$ cat config.mk
export PLATFORM = sky130hd
export DESIGN_NAME = ref_input_priority_regs
export DESIGN_NICKNAME = d
export VERILOG_FILES = /design/src/hw/prio_regs_pkg.sv /design/src/hw/ref_input_priority_regs.sv /design/src/hw/prio_bank.sv
export SDC_FILE = /design/constraint.sdc
export NUM_CORES = 1
export LEC_CHECK = 0
export ABC_CLOCK_PERIOD_IN_PS = 6520
export BUFFER_PORTS_ARGS = -buffer_cell sky130_fd_sc_hd__clkbuf_2
export CORE_MARGIN = 2
export CORE_UTILIZATION = 39
export CTS_CLUSTER_DIAMETER = 150
export DETAILED_ROUTE_END_ITERATION = 12
export SYNTH_ARGS = -nofsm -noshare
export SYNTH_HDL_FRONTEND = slang
export SYNTH_SLANG_ARGS = --single-unit
$ cat constraint.sdc
create_clock -name CLOCK_I -period 6.52 [get_ports CLOCK_I]
set_input_delay 1.304 -clock CLOCK_I [delete_from_list [all_inputs] [get_ports CLOCK_I]]
set_output_delay 1.304 -clock CLOCK_I [all_outputs]
set_load 0.005 [all_outputs]
$ cat src/hw/prio_regs_pkg.sv
// Package for the reference input priority register pair.
// Assumes an 8-bit microprocessor port with byte addresses.
package prio_regs_pkg;
  // ==========================================================
  // Register map
  localparam logic [7:0] ADDR_PRIO_7_8 = 8'h1B;
  localparam logic [7:0] ADDR_PRIO_9_10 = 8'h1C;
  localparam logic [7:0] ADDR_SOURCE_SELECT = 8'h4B;
  localparam int BANK_SEL_BIT = 4;
  // ==========================================================
  // Field layout
  localparam int LO_FIELD_LSB = 0;
  localparam int HI_FIELD_LSB = 4;
  localparam int FIELD_W = 4;
  localparam logic [3:0] PRIO_DISABLED = 4'h0;
  // ==========================================================
  // Reset values
  localparam logic [7:0] RST_PRIO_7_8 = 8'h98;
  localparam logic [7:0] RST_PRIO_9_10 = 8'hBA;
  localparam logic [7:0] RST_SOURCE_SELECT = 8'h00;
  localparam logic [7:0] RST_READ_DATA = 8'h00;
  // Value returned for an address that maps to no register
  localparam logic [7:0] UNMAPPED_READ = 8'h00;
endpackage

$ cat src/hw/ref_input_priority_regs.sv
// Reference input priority registers for inputs 7 to 10, two banks.
// Assumes a synchronous 8-bit register port on the system clock.
//
// What this block does
// - 4-bit fields, smaller nonzero ranks higher
// - zero field excludes input from selection
// - bank bit 0 selects primary path copy
// - bank bit 1 selects secondary path copy
// - 7/8 register: input 8 high nibble
// - 7/8 resets to 0x98, both copies
// - 9/10 resets to 0xBA, both copies
`timescale 1ns/100ps
module ref_input_priority_regs (
  input wire logic CLOCK_I,
  input wire logic SRST_I,
  input wire logic [7:0] ADDR_I,
  input wire logic WR_I,
  input wire logic RD_I,
  input wire logic [7:0] WDATA_I,
  output logic [7:0] RDATA_O,
  output logic PATH_BANK_SELECT_O,
  output logic [3:0] PRIM_PRIO_SEVEN_O,
  output logic [3:0] PRIM_PRIO_EIGHT_O,
  output logic [3:0] PRIM_PRIO_NINE_O,
  output logic [3:0] PRIM_PRIO_TEN_O,
  output logic [3:0] SEC_PRIO_SEVEN_O,
  output logic [3:0] SEC_PRIO_EIGHT_O,
  output logic [3:0] SEC_PRIO_NINE_O,
  output logic [3:0] SEC_PRIO_TEN_O,
  output logic [3:0] PRIM_ENABLE_O,
  output logic [3:0] SEC_ENABLE_O,
  output logic [1:0] PRIM_BEST_O,
  output logic PRIM_BEST_VALID_O,
  output logic [1:0] SEC_BEST_O,
  output logic SEC_BEST_VALID_O
);
  import prio_regs_pkg::*;

  // ==========================================================
  // Helpers
  function automatic logic [3:0] lo_field(input logic [7:0] r);
    lo_field = r[LO_FIELD_LSB +: FIELD_W];
  endfunction
  function automatic logic [3:0] hi_field(input logic [7:0] r);
    hi_field = r[HI_FIELD_LSB +: FIELD_W];
  endfunction
  // Index of best (smallest nonzero) of four fields, ties to lower index
  function automatic logic [2:0] best_of(input logic [15:0] f);
    logic [1:0] idx;
    logic [3:0] v;
    logic found;
    idx = 2'd0;
    v = 4'hF;
    found = 1'b0;
    for (int k = 0; k < 4; k++) begin
      if (f[k*4 +: 4] != PRIO_DISABLED && (!found || f[k*4 +: 4] < v)) begin
        idx = 2'(k);
        v = f[k*4 +: 4];
        found = 1'b1;
      end
    end
    best_of = {found, idx};
  endfunction

  // ==========================================================
  // Address decode
  logic [7:0] src_sel_r;
  logic [7:0] prim_78, prim_910, sec_78, sec_910;
  wire hit_78 = ADDR_I == ADDR_PRIO_7_8;
  wire hit_910 = ADDR_I == ADDR_PRIO_9_10;
  wire hit_src = ADDR_I == ADDR_SOURCE_SELECT;
  wire bank_sel = src_sel_r[BANK_SEL_BIT];
  wire prim_wr_78 = WR_I && hit_78 && !bank_sel;
  wire prim_wr_910 = WR_I && hit_910 && !bank_sel;
  wire sec_wr_78 = WR_I && hit_78 && bank_sel;
  wire sec_wr_910 = WR_I && hit_910 && bank_sel;
  wire [7:0] sel_78 = bank_sel ? sec_78 : prim_78;
  wire [7:0] sel_910 = bank_sel ? sec_910 : prim_910;
  wire [7:0] rd_mux = hit_78 ? sel_78 : hit_910 ? sel_910 : hit_src ? src_sel_r : UNMAPPED_READ;

  // ==========================================================
  // Source select holding the bank bit
  always_ff @(posedge CLOCK_I) begin
    if (SRST_I) begin
      src_sel_r <= RST_SOURCE_SELECT;
    end else if (WR_I && hit_src) begin
      src_sel_r <= WDATA_I;
    end
  end

  always_ff @(posedge CLOCK_I) begin
    if (SRST_I) begin
      RDATA_O <= RST_READ_DATA;
    end else if (RD_I) begin
      RDATA_O <= rd_mux;
    end
  end

  // ==========================================================
  // Banks
  prio_bank u_prim (
    .clock_i(CLOCK_I),
    .srst_i(SRST_I),
    .wr_78_i(prim_wr_78),
    .wr_910_i(prim_wr_910),
    .wdata_i(WDATA_I),
    .prio_78_o(prim_78),
    .prio_910_o(prim_910)
  );
  prio_bank u_sec (
    .clock_i(CLOCK_I),
    .srst_i(SRST_I),
    .wr_78_i(sec_wr_78),
    .wr_910_i(sec_wr_910),
    .wdata_i(WDATA_I),
    .prio_78_o(sec_78),
    .prio_910_o(sec_910)
  );

  // ==========================================================
  // Field outputs
  assign PATH_BANK_SELECT_O = bank_sel;
  // input 7 low, input 8 high
  assign PRIM_PRIO_SEVEN_O = lo_field(prim_78);
  assign PRIM_PRIO_EIGHT_O = hi_field(prim_78);
  assign SEC_PRIO_SEVEN_O = lo_field(sec_78);
  assign SEC_PRIO_EIGHT_O = hi_field(sec_78);
  // input 9 low, input 10 high
  assign PRIM_PRIO_NINE_O = lo_field(prim_910);
  assign PRIM_PRIO_TEN_O = hi_field(prim_910);
  assign SEC_PRIO_NINE_O = lo_field(sec_910);
  assign SEC_PRIO_TEN_O = hi_field(sec_910);

  assign PRIM_ENABLE_O = {prim_910[7:4] != PRIO_DISABLED, prim_910[3:0] != PRIO_DISABLED,
                          prim_78[7:4] != PRIO_DISABLED, prim_78[3:0] != PRIO_DISABLED};
  assign SEC_ENABLE_O = {sec_910[7:4] != PRIO_DISABLED, sec_910[3:0] != PRIO_DISABLED,
                         sec_78[7:4] != PRIO_DISABLED, sec_78[3:0] != PRIO_DISABLED};

  wire [2:0] prim_best = best_of({prim_910, prim_78});
  wire [2:0] sec_best = best_of({sec_910, sec_78});
  assign PRIM_BEST_O = prim_best[1:0];
  assign PRIM_BEST_VALID_O = prim_best[2];
  assign SEC_BEST_O = sec_best[1:0];
  assign SEC_BEST_VALID_O = sec_best[2];

  // ==========================================================
  // Checks
  // Field picked by a best index, input 7 at index 0
  function automatic logic [3:0] field_at(input logic [15:0] f, input logic [1:0] i);
    field_at = f[{i, 2'b00} +: 4];
  endfunction
  wire [3:0] prim_best_val = field_at({prim_910, prim_78}, PRIM_BEST_O);
  wire [3:0] sec_best_val = field_at({sec_910, sec_78}, SEC_BEST_O);

  a_reset_78: assert property (@(posedge CLOCK_I)
    SRST_I |=> prim_78 == RST_PRIO_7_8 && sec_78 == RST_PRIO_7_8)
    else $error("7/8 reset value wrong");
  a_reset_910: assert property (@(posedge CLOCK_I)
    SRST_I |=> prim_910 == RST_PRIO_9_10 && sec_910 == RST_PRIO_9_10)
    else $error("9/10 reset value wrong");
  a_prim_write: assert property (@(posedge CLOCK_I) disable iff (SRST_I)
    prim_wr_78 |=> prim_78 == $past(WDATA_I) && $stable(sec_78))
    else $error("Primary write misrouted");
  a_prim_write_910: assert property (@(posedge CLOCK_I) disable iff (SRST_I)
    prim_wr_910 |=> prim_910 == $past(WDATA_I) && $stable(sec_910))
    else $error("Primary 9/10 write misrouted");
  a_sec_write: assert property (@(posedge CLOCK_I) disable iff (SRST_I)
    sec_wr_910 |=> sec_910 == $past(WDATA_I) && $stable(prim_910))
    else $error("Secondary write misrouted");
  a_sec_write_78: assert property (@(posedge CLOCK_I) disable iff (SRST_I)
    sec_wr_78 |=> sec_78 == $past(WDATA_I) && $stable(prim_78))
    else $error("Secondary 7/8 write misrouted");
  a_read_bank: assert property (@(posedge CLOCK_I) disable iff (SRST_I)
    RD_I && hit_78 |=> RDATA_O == ($past(bank_sel) ? $past(sec_78) : $past(prim_78)))
    else $error("Read from wrong bank");
  a_read_bank_910: assert property (@(posedge CLOCK_I) disable iff (SRST_I)
    RD_I && hit_910 |=> RDATA_O == ($past(bank_sel) ? $past(sec_910) : $past(prim_910)))
    else $error("9/10 read from wrong bank");
  a_read_hold: assert property (@(posedge CLOCK_I) disable iff (SRST_I)
    !RD_I |=> $stable(RDATA_O))
    else $error("Read data changed without a read");
  a_field_order: assert property (@(posedge CLOCK_I) disable iff (SRST_I)
    {PRIM_PRIO_EIGHT_O, PRIM_PRIO_SEVEN_O} == prim_78)
    else $error("7/8 fields swapped");
  a_field_order_sec78: assert property (@(posedge CLOCK_I) disable iff (SRST_I)
    {SEC_PRIO_EIGHT_O, SEC_PRIO_SEVEN_O} == sec_78)
    else $error("Secondary 7/8 fields swapped");
  a_field_order_910: assert property (@(posedge CLOCK_I) disable iff (SRST_I)
    {SEC_PRIO_TEN_O, SEC_PRIO_NINE_O} == sec_910)
    else $error("9/10 fields swapped");
  a_field_order_prim910: assert property (@(posedge CLOCK_I) disable iff (SRST_I)
    {PRIM_PRIO_TEN_O, PRIM_PRIO_NINE_O} == prim_910)
    else $error("Primary 9/10 fields swapped");
  a_zero_excl: assert property (@(posedge CLOCK_I) disable iff (SRST_I)
    PRIM_PRIO_SEVEN_O == PRIO_DISABLED
    |-> !PRIM_ENABLE_O[0] && (PRIM_BEST_O != 2'd0 || !PRIM_BEST_VALID_O))
    else $error("Zero priority selected");
  a_sec_zero_excl: assert property (@(posedge CLOCK_I) disable iff (SRST_I)
    SEC_PRIO_TEN_O == PRIO_DISABLED
    |-> !SEC_ENABLE_O[3] && (SEC_BEST_O != 2'd3 || !SEC_BEST_VALID_O))
    else $error("Zero secondary priority selected");
  a_valid_any: assert property (@(posedge CLOCK_I) disable iff (SRST_I)
    PRIM_BEST_VALID_O == (PRIM_ENABLE_O != 4'h0))
    else $error("Best valid disagrees with enables");
  a_best_nonzero: assert property (@(posedge CLOCK_I) disable iff (SRST_I)
    PRIM_BEST_VALID_O |-> prim_best_val != PRIO_DISABLED)
    else $error("Best points at a disabled input");
  a_best_rank: assert property (@(posedge CLOCK_I) disable iff (SRST_I)
    PRIM_BEST_VALID_O && PRIM_ENABLE_O[1] |-> prim_best_val <= PRIM_PRIO_EIGHT_O)
    else $error("Best not smallest");
  a_sec_best_rank: assert property (@(posedge CLOCK_I) disable iff (SRST_I)
    SEC_BEST_VALID_O && SEC_ENABLE_O[0] |-> sec_best_val <= SEC_PRIO_SEVEN_O)
    else $error("Secondary best not smallest");

  c_sec_write: cover property (@(posedge CLOCK_I) sec_wr_78);
  c_bank_read: cover property (@(posedge CLOCK_I) RD_I && hit_910 && bank_sel);
  c_none_valid: cover property (@(posedge CLOCK_I) !SEC_BEST_VALID_O);
  c_skip_zero: cover property (@(posedge CLOCK_I) PRIM_BEST_VALID_O && !PRIM_ENABLE_O[0]);
  c_bank_switch: cover property (@(posedge CLOCK_I) $changed(bank_sel));
endmodule

$ cat src/hw/prio_bank.sv
// One bank of priority registers (inputs 7/8 and 9/10).
// Assumes the caller gates the write strobes by bank selection.
`timescale 1ns/100ps
module prio_bank (
  input wire logic clock_i,
  input wire logic srst_i,
  input wire logic wr_78_i,
  input wire logic wr_910_i,
  input wire logic [7:0] wdata_i,
  output logic [7:0] prio_78_o,
  output logic [7:0] prio_910_o
);
  import prio_regs_pkg::*;
  // ==========================================================
  // Storage
  // reset values 7/8 and 9/10
  always_ff @(posedge clock_i) begin
    if (srst_i) begin
      prio_78_o <= RST_PRIO_7_8;
      prio_910_o <= RST_PRIO_9_10;
    end else begin
      if (wr_78_i) begin
        prio_78_o <= wdata_i;
      end
      if (wr_910_i) begin
        prio_910_o <= wdata_i;
      end
    end
  end
endmodule

# [Word-level counts from Yosys, hierarchy flattened]
# Index checks and enable logic that the tools add are counted.
[totals] register_bits=48 input_bits=20 out_inout_bits=55 elab_cells=74
[classes] n_lt_le_gt_ge=6 n_eq_ne=3 muxes=25 n_reduce_logical=34
[ops] operator="$mux W8" count=5
[ops] operator="$reduce_bool A4 Y1" count=8
[ops] operator="$lt A4 B4 Y1" count=6
[ops] operator="$mux W4" count=6
[ops] operator="$eq A8 B5 Y1 const B" count=2
[ops] operator="$logic_and A1 B1 Y1" count=13
[ops] operator="$mux W1" count=10
[ops] operator="$eq A8 B7 Y1 const B" count=1
[ops] operator="$mux W2" count=4
[ops] operator="$logic_not A1 Y1" count=7
[ops] operator="$logic_or A1 B1 Y1" count=6

# [Depth between registers and ports, before layout]
# Gate-level depths: netlist of the first run.
[depth] word_depth=14 ltp_mapped=25 mapped_depth_nobuf=24

# [By module]
# Synthesis of the first run repeated with hierarchy kept, for this count alone.
[hier_totals] hier_cells=373 hier_area_um2=3158.0
[modules_own_cells] module="ref_input_priority_regs" n_inst=1 cells_each=269 area_per_inst_um2=1949.4 seq_area_each_um2=320.3
[modules_own_cells] module="prio_bank" n_inst=2 cells_each=52 area_per_inst_um2=604.3 seq_area_each_um2=320.3

# [Least setup slack after synthesis of the first run]
# OpenSTA, ideal clock, no wires.
[synth_timing] kind="register -> output" start="register u_prim.prio_78_o[1]" end="output port PRIM_BEST_O[0]" t_arrival_ns=4.454 t_required_ns=5.216 slack_ns=0.762 stages_incl_launch_ff=25 n_path_buf=1 cell_sequence="dfxtp_1 > buf_2 > nor4_4 > nor2_1 > ha_1 > nand2_1 > o31a_1 > o21ai_1 > a21oi_1 > or2b_1 > o21ai_0 > ha_1 > a21o_1 > a21oi_1 > o21ai_2 > o41ai_4 > mux2_1 > ha_1 > nor2_1 > nand2_1 > a21oi_1 > nor2_1 > nand2_1 > o221ai_1 > o21ai_0"
[synth_between] elab_chain_len=14 word_cells_on_any_way=22 cone_classes="3 x order compare; 9 x mux; 10 x reduce/logical"
[synth_lines] item="from (decl)" line_no="prio_bank.sv:10" text="output logic [7:0] prio_78_o,"
[synth_lines] item="from (signal assigned)" line_no="prio_bank.sv:23" text="prio_78_o <= wdata_i;"
[synth_lines] item="$reduce_bool A4 Y1" line_no="ref_input_priority_regs.sv:56" text="if (f[k*4 +: 4] != PRIO_DISABLED && (!found || f[k*4 +: 4] < v)) begin"
[synth_lines] item="$mux W4 or $mux W1 (tied branches)" line_no="ref_input_priority_regs.sv:56"
[synth_lines] item="$lt A4 B4 Y1 or $logic_not A1 Y1 (tied branches)" line_no="ref_input_priority_regs.sv:56"
[synth_lines] item="$logic_or A1 B1 Y1" line_no="ref_input_priority_regs.sv:56"
[synth_lines] item="$logic_and A1 B1 Y1" line_no="ref_input_priority_regs.sv:56"
[synth_lines] item="$mux W4 or $mux W1 (tied branches)" line_no="ref_input_priority_regs.sv:56"
[synth_lines] item="$lt A4 B4 Y1 or $logic_not A1 Y1 (tied branches)" line_no="ref_input_priority_regs.sv:56"
[synth_lines] item="$logic_or A1 B1 Y1" line_no="ref_input_priority_regs.sv:56"
[synth_lines] item="$logic_and A1 B1 Y1" line_no="ref_input_priority_regs.sv:56"
[synth_lines] item="$mux W4 or $mux W1 (tied branches)" line_no="ref_input_priority_regs.sv:56"
[synth_lines] item="$lt A4 B4 Y1 or $logic_not A1 Y1 (tied branches)" line_no="ref_input_priority_regs.sv:56"
[synth_lines] item="$logic_or A1 B1 Y1" line_no="ref_input_priority_regs.sv:56"
[synth_lines] item="$logic_and A1 B1 Y1" line_no="ref_input_priority_regs.sv:56"
[synth_lines] item="$mux W2 *" line_no="ref_input_priority_regs.sv:56"
[synth_lines] item="to (decl)" line_no="ref_input_priority_regs.sv:32" text="output logic [1:0] PRIM_BEST_O,"
# Every way passes the cells marked *; elsewhere a longest branch is shown, timed or not.

# [Worst setup path in the final report of the first run]
[layout_timing] start="register u_prim.prio_78_o[3]" end="output port PRIM_BEST_O[0]"
# The elaborated chain is that of the path after synthesis.

==> results of run 1 <==
how the worst min path moves through the flow:
stage | start | end | slack, ps
3_5_place_dp | src_sel_r[0] | src_sel_r[0] | 450
4_1_cts | src_sel_r[0] | src_sel_r[0] | 460
3_3_place_gp | src_sel_r[1] | src_sel_r[1] | 440
5_1_grt | src_sel_r[6] | src_sel_r[6] | 480
2_1_floorplan | src_sel_r[0] | src_sel_r[0] | 440
6_report | src_sel_r[6] | src_sel_r[6] | 460
flip-flops by register name, summed over array words and instances (netlist names):
name,flops
u_prim.prio_78_o,8
RDATA_O,8
src_sel_r,8
u_prim.prio_910_o,8
u_sec.prio_78_o,8
u_sec.prio_910_o,8
where the power goes:
part / total, mW / switching, mW / internal (mW)
Combinational: 0.0354 / 0.0218 / 0.0137
Sequential: 0.296 / 0.00143 / 0.295
Clock: 0.234 / 0.0988 / 0.135
Total: 0.566 / 0.122 / 0.444
cells in the mapped netlist (2+ instances only):
| cell type | count |
|---|---|
| nor2b_1 | 4 |
| nor3_2 | 2 |
| nor4_4 | 2 |
| or4_1 | 3 |
| mux2_1 | 6 |
| nand3b_1 | 7 |
| o21ai_0 | 12 |
| nor4_1 | 2 |
| a21o_1 | 5 |
| o22ai_1 | 7 |
| a211o_1 | 13 |
| buf_1 | 2 |
| dfxtp_1 | 48 |
| a221oi_1 | 2 |
| and4b_1 | 3 |
| o211ai_1 | 3 |
| a311oi_1 | 2 |
| mux2i_1 | 27 |
| nand3_1 | 11 |
| nor2_1 | 58 |
| nand2_1 | 33 |
| o221ai_1 | 2 |
| nand2b_1 | 5 |
| nor3_1 | 6 |
| ha_1 | 14 |
| o21a_1 | 2 |
| buf_2 | 5 |
| inv_1 | 17 |
| clkbuf_1 | 12 |
| a21oi_1 | 38 |
| a211oi_1 | 9 |
area by class of cell:
| class | count | area [µm²] | share of cell area |
|---|---|---|---|
| tap | 102 | 128 | 0.0343 |
| sequential | 48 | 968 | 0.260 |
| multi-input combinational | 301 | 2020 | 0.542 |
| clock buffer | 7 | 96.3 | 0.0259 |
| clock inverter | 1 | 30.0 | 0.00806 |
| timing repair buffer | 80 | 415 | 0.112 |
| inverter | 18 | 67.6 | 0.0181 |
worst reg2reg max path, delay by kind of cell, from the launching register on:
| kind | cells | cell delay (ps) |
|---|---|---|
| compound gates | 1 | 290 |
| flops | 1 | 1010 |
| simple gates | 3 | 980 |
stage by stage:
stage	instances	setup slack [ps]	TNS, ps	hold slack, ps	instance area (µm²)
6_report	557	282	0	464	3720
4_1_cts	552	25.9	0	461	3650
3_3_place_gp	544	566	0	442	3520
5_1_grt	557	-3.53	-3.53	483	3720
3_5_place_dp	544	373	0	448	3520
2_1_floorplan	388	762	0	437	3110
cell families (layout without fill, tap and decap cells):
logic type | count (synthesis) | after routing
buf+inv | 39 | 106
flops | 48 | 48
simple gates | 147 | 147
mux | 33 | 33
fa+ha+maj | 14 | 14
compound gates | 107 | 107
per-layer routing:
metal	GRT usage	up-vias
met3	0.0282	2
met5	0	-
met2	0.315	79
met1	0.294	1435
met4	0.0404	0
li1	-	1542
timing repair:
action,4_1_cts,5_1_grt
endpoints found under the hold margin,0,0
endpoints found under the setup margin,0,4
setup buffers,0,5
resized for setup,0,12
==> metrics.txt, run 1 <==
run status finished, final reports clean; main combinational cell family by area after synthesis simple AND/OR/NAND/NOR gates; max frequency 160 MHz; DP HPWL 6.69 mm; total power 0.566 mW; Final Hold Viols 0; Critical Path Stages 23; drt total wl 8.87 mm; met1 wire length 4.10 mm; HP Class flop to flop; EDFF count, synth 0; syn_area_per_cell 8.02 µm²; I/O Buffers 74; Tcrit/Tclk final 0.957; post-synthesis cell area 3110 µm²; R2R Path End u_sec.prio_78_o[3]; Critical Path, Cell by Cell nor4_4 -> nor2_1 -> ha_1 -> nand2_1 -> o31a_1 -> a21boi_1 -> o21ai_0 -> o21ai_2 -> ha_1 -> a21o_1 -> a21oi_1 -> o21ai_2 -> a41o_1 -> o41ai_4 -> buf_4 -> mux2_1 -> ha_1 -> o211ai_1 -> nor2_1 -> nand2_1 -> o221ai_2 -> o21ai_0 -> clkbuf_2; CTS Sinks 48; Synth Area in Compound Gates 0.233; pin count of the biggest net entering global routing 49; RR Startpoint src_sel_r[4]; CP required 5220 ps; H-tree levels 2; Final Skew 4.81 ps; Most used DFF post-synth dfxtp_1; initial DRC count 195; Layout Nets 488; final max-slew violation count 0; CTS Hold Buffers Added 0; top layer in use met4; Clock Latency Late Sink 300 ps; leading cell type in the layout, fill and taps excluded clkbuf_2; initial antenna violation count 0; CP endpoint PRIM_BEST_O[0]; CP max-delay cell dfxtp_4; Synth Area in Simple Gates 0.241; XOR/XNOR Fraction of Synth Area 0; drt via density 5.49; CP Capture Type primary output; Initial DRT Pass Iterations 5; Antenna Nets Post-Route 0; WHS Path Cells 2; Synth Area in Adders 0.0563; Final GP Congestion 0.875; Bufs and invs on worst path 2; headroom to the max-slew limit 0.316; Tmin final 6240 ps; met3 wire len 499 µm; ys async rst share 0; crit start category flop; # setup viols final 0; area growth from synthesis to layout 19.7%; Filler cells 816; Worst Setup SP u_prim.prio_78_o[3]; full die area 8710 µm²; total grt overflow 0; sequential area share after synthesis 0.309; vias in the first global route 2671; DRC 0; Cell variety after synth 57; slowest cell delay on critical path 390 ps; dominant cells by area after synthesis dfxtp_1 31%, mux2i_1 8.7%, nor2_1 7.0%, a21oi_1 6.1%, ha_1 5.6%; CTS tree done; flops & latches, synth 48; number of I/O pins 75; DIE WIDTH 93.3 µm; Core Region 7730 µm²; R2R setup slack 4150 ps; final core occ 0.482; cts bufs inserted 5; Initial Util 0.403; worst-margin pin slew 1030 ps; share of layout cells above drive strength 1 0.244; largest fanout on the critical path 9; drt wl/cell 15.9 µm; r2r worst-path depth 4; Vias 3058; crit path kind flop to primary output; max-cap viol count 0; die height 93.3 µm; Post-Synthesis Cells 388; crit path DAT 4930 ps; post-synthesis mux area share 0.109; Syn Nets 422; metal2 WL 4.25 mm; Std-Cell Rows 32; Ant. Diodes 0; power density cells 152 nW/µm²; commonest cells after routing, fill and taps aside 74 x clkbuf_2, 58 x nor2_1, 44 x dfxtp_1; most numerous cell on the critical path ha_1; first-pass GRT wire length 13.9 mm; gr usage total 0.201; Clock transition at path regs 90 ps; post-synth top area share 0.309; worst vdd ir 0.0949 mV; YS warnings 0; cell family with most CP delay compound AO/OA/AOI/OAI gates; Leakage 1.55 nW; clk buf depth 2; clock root cell clkbuf_8; post-synth top area cell dfxtp_1
Power figures use the tool's default switching activity.
==> inputs of run 2 (changes only) <==
--- a/config.mk
+++ b/config.mk
@@ -8,9 +8,12 @@
 export ABC_CLOCK_PERIOD_IN_PS = 6520
 export BUFFER_PORTS_ARGS = -buffer_cell sky130_fd_sc_hd__clkbuf_2
 export CORE_MARGIN = 2
-export CORE_UTILIZATION = 39
+export CORE_UTILIZATION = 45
 export CTS_CLUSTER_DIAMETER = 150
 export DETAILED_ROUTE_END_ITERATION = 12
+export PLACE_DENSITY = 0.69
+export RECOVER_POWER = 25
 export SYNTH_ARGS = -nofsm -noshare
 export SYNTH_HDL_FRONTEND = slang
+export SYNTH_HIERARCHICAL = 1
 export SYNTH_SLANG_ARGS = --single-unit
==> run 2 against run 1 <==
Net effect:
- combinational power is 5% lower
- register-to-register slack worse by 20 ps
- die area is 12% lower
- largest power group unchanged
- count of clock-buffer cells in the layout is 1 higher
- utilization is 6.7 points higher
- critical endpoint is now SEC_BEST_O[0]
- critical path depth stayed put
- sequential share of layout area is 0.19 points lower
- power is 9.8% lower
- routed wire length is 0.30% lower
- maximum frequency is 0.36% higher
==> metrics.txt, run 2 <==
run status finished, final reports clean; CP required 5220 ps; Post-DP Area 3580 µm²; Clock Latency Late Sink 300 ps; switch share 0.228; H-tree levels 2; Vias 3083; post-synthesis cell area 3160 µm²; dominant cells by area after synthesis dfxtp_1 30%, mux2i_1 10%, nor2_1 5.8%, ha_1 5.5%, a21oi_1 4.4%; crit start category flop; met3 usage 0.0377; drt total wl 8.84 mm; die height 87.8 µm; crit path kind flop to primary output; initial antenna violation count 0; drt via density 5.65; switching pwr 0.116 mW; pin count of the biggest net entering global routing 49; YS warnings 6; DP HPWL 6.51 mm; first-pass GRT wire length 13.8 mm; slowest cell delay on critical path 470 ps; r2r worst-path depth 4; Clock transition at path regs 80 ps; CTS Hold Buffers Added 0; Final Hold Viols 0; clock root cell clkbuf_8; Final Skew 4.80 ps; Antenna Nets Post-Route 0; syn_area_per_cell 8.47 µm²; crit path DAT 4910 ps; Tcrit/Tclk final 0.953; ys async rst share 0; CP Capture Type primary output; Final GP Congestion 0.928; I/O Buffers 74; sequential area share after synthesis 0.304; post-synth top area share 0.304; Ant. Diodes 0; Sequential Power Share 0.581; Filler cells 675; cell internal pwr 0.394 mW; # setup viols final 0; multi-input combinational cell area 2050 µm²; CTS tree done; worst vdd ir 0.0977 mV; largest fanout on the critical path 8; HP Class flop to flop; Syn Nets 407; Cell variety after synth 55; clock power share 0.353; Comb pwr share 0.066; met1 Usage GRT 0.322; Tmin final 6220 ps; Initial Util 0.465; initial DRC count 276; headroom to the max-slew limit 0.322; Post-Synthesis Cells 373; Design Area, Final 3730 µm²; gr busiest metal met2; EDFF count, synth 0; share of layout cells above drive strength 1 0.247; Layout Nets 483; placed cells 534; Most used DFF post-synth dfxtp_1; power density cells 137 nW/µm²; final non-filler cell total 546; cts bufs inserted 5; Setup TNS 0 ps; RSZ-0062 raised after global routing false; WHS Path Cells 2; drt wl/cell 16.2 µm; most instantiated cells after synthesis 49 x nor2_1, 48 x dfxtp_1, 32 x mux2i_1; Std-Cell Rows 30; CTS Sinks 48; Leakage 1.41 nW; DIE WIDTH 87.8 µm; post-synth top area cell dfxtp_1; full die area 7700 µm²; DRC 0; commonest cells after routing, fill and taps aside 60 x clkbuf_2, 48 x nor2_1, 47 x dfxtp_1; Core Region 6790 µm²; Final WS setup 304 ps; Initial DRT Pass Iterations 4; vias in the first global route 2694; Sequential Area 962 µm²; total grt overflow 0; clk buf depth 2; flops & latches, synth 48; Critical Path, Cell by Cell nor4_2 -> nor2_1 -> ha_1 -> or2_2 -> o41ai_4 -> buf_4 -> nor2_1 -> a21oi_2 -> ha_1 -> a41oi_1 -> o21ai_0 -> a21boi_1 -> o21a_1 -> mux2_2 -> ha_1 -> nor2_2 -> nand2_1 -> a211oi_2 -> nor2_1 -> o2111ai_1 -> o21a_1 -> o21bai_1 -> clkbuf_2; number of I/O pins 75; final max-slew violation count 0; gr usage total 0.226; GRT met2 Usage 0.365; max frequency 161 MHz; worst-margin pin slew 1010 ps; count leader, synth nor2_1; Post-Place Worst Slack 139 ps; leading cell type in the layout, fill and taps excluded clkbuf_2; max-cap viol count 0; area growth from synthesis to layout 18.0%; CP max-delay cell o41ai_4
## run 2: cell count changes in the layout (fill, tap and decap cells not counted), moves of 6 or more
cell	before	now
clkbuf_1	0	17
clkbuf_2	74	60
a21oi_1	38	26
nor2_1	58	48
nor2b_1	4	13
nand2_1	33	25
a211o_2	0	7
nand3b_1	7	0
mux2_1	6	0
mux2i_1	26	32
## run 2: layer usage
layer / vias up / wire length, µm / part of all wire
met2: 86 / 4160 / 0.47
met4: 0 / 87 / 0.0098
li1: 1527 / - / -
met5: - / 0 / 0
met3: 8 / 434 / 0.049
met1: 1462 / 4160 / 0.47
## run 2: metrics by stage
stage          hold WS [ps]  total power [mW]   util
2_1_floorplan           437             0.323      -
3_3_place_gp            442             0.337  0.527
3_5_place_dp            447             0.337  0.527
4_1_cts                 459             0.515  0.545
5_1_grt                 480             0.530  0.548
6_report                457             0.511  0.548
## run 2: what timing repair did
action | CTS | global route
resized for setup | 4 | 12
setup buffers | 3 | 1
pin swaps | 1 | 3
endpoints found under the setup margin | 3 | 4
## run 2: power groups by stage
| stage | clock [mW] | sequential, mW | combinational (mW) |
|---|---|---|---|
| after global routing | 0.195 | 0.297 | 0.0372 |
| after floorplan | 0 | 0.304 | 0.0190 |
| after detailed placement | 0 | 0.304 | 0.0337 |
| after global placement | 0 | 0.303 | 0.0335 |
| after CTS | 0.184 | 0.297 | 0.0338 |
| final | 0.180 | 0.297 | 0.0335 |
## run 2: logic make-up (layout without fill, tap and decap cells)
group | Yosys count | count (layout) | synth area share
AND/OR/NAND/NOR | 138 | 138 | 0.215
AO/OA/AOI/OAI | 104 | 104 | 0.248
flip-flops | 48 | 48 | 0.304
multiplexers | 36 | 36 | 0.117
buffers and inverters | 33 | 110 | 0.0606
adder cells (fa/ha/maj) | 14 | 14 | 0.0555
## run 2: worst max-delay path: cells and delay by family (launching register included)
family	cells	cell delay (ps)
AND/OR/NAND/NOR	7	1040
adder cells (fa/ha/maj)	3	690
flip-flops	1	370
multiplexers	1	340
AO/OA/AOI/OAI	10	1860
buffers and inverters	2	320
## run 2: worst paths after layout
check | end | from | slack, ps
worst min register to register | src_sel_r[5] | src_sel_r[5] | 460
worst max register to register | u_sec/prio_910_o[3] | src_sel_r[4] | 4130
worst max-delay path | SEC_BEST_O[0] | u_sec/prio_78_o[3] | 300
worst min-delay path | src_sel_r[5] | src_sel_r[5] | 460
## run 2: layout make-up
type,count,area share
Clock buffer,8,0.0242
Timing Repair Buffer,87,0.119
Inverter,15,0.0151
Tap cell,96,0.0322
Sequential cell,48,0.258
Multi-Input combinational cell,292,0.551
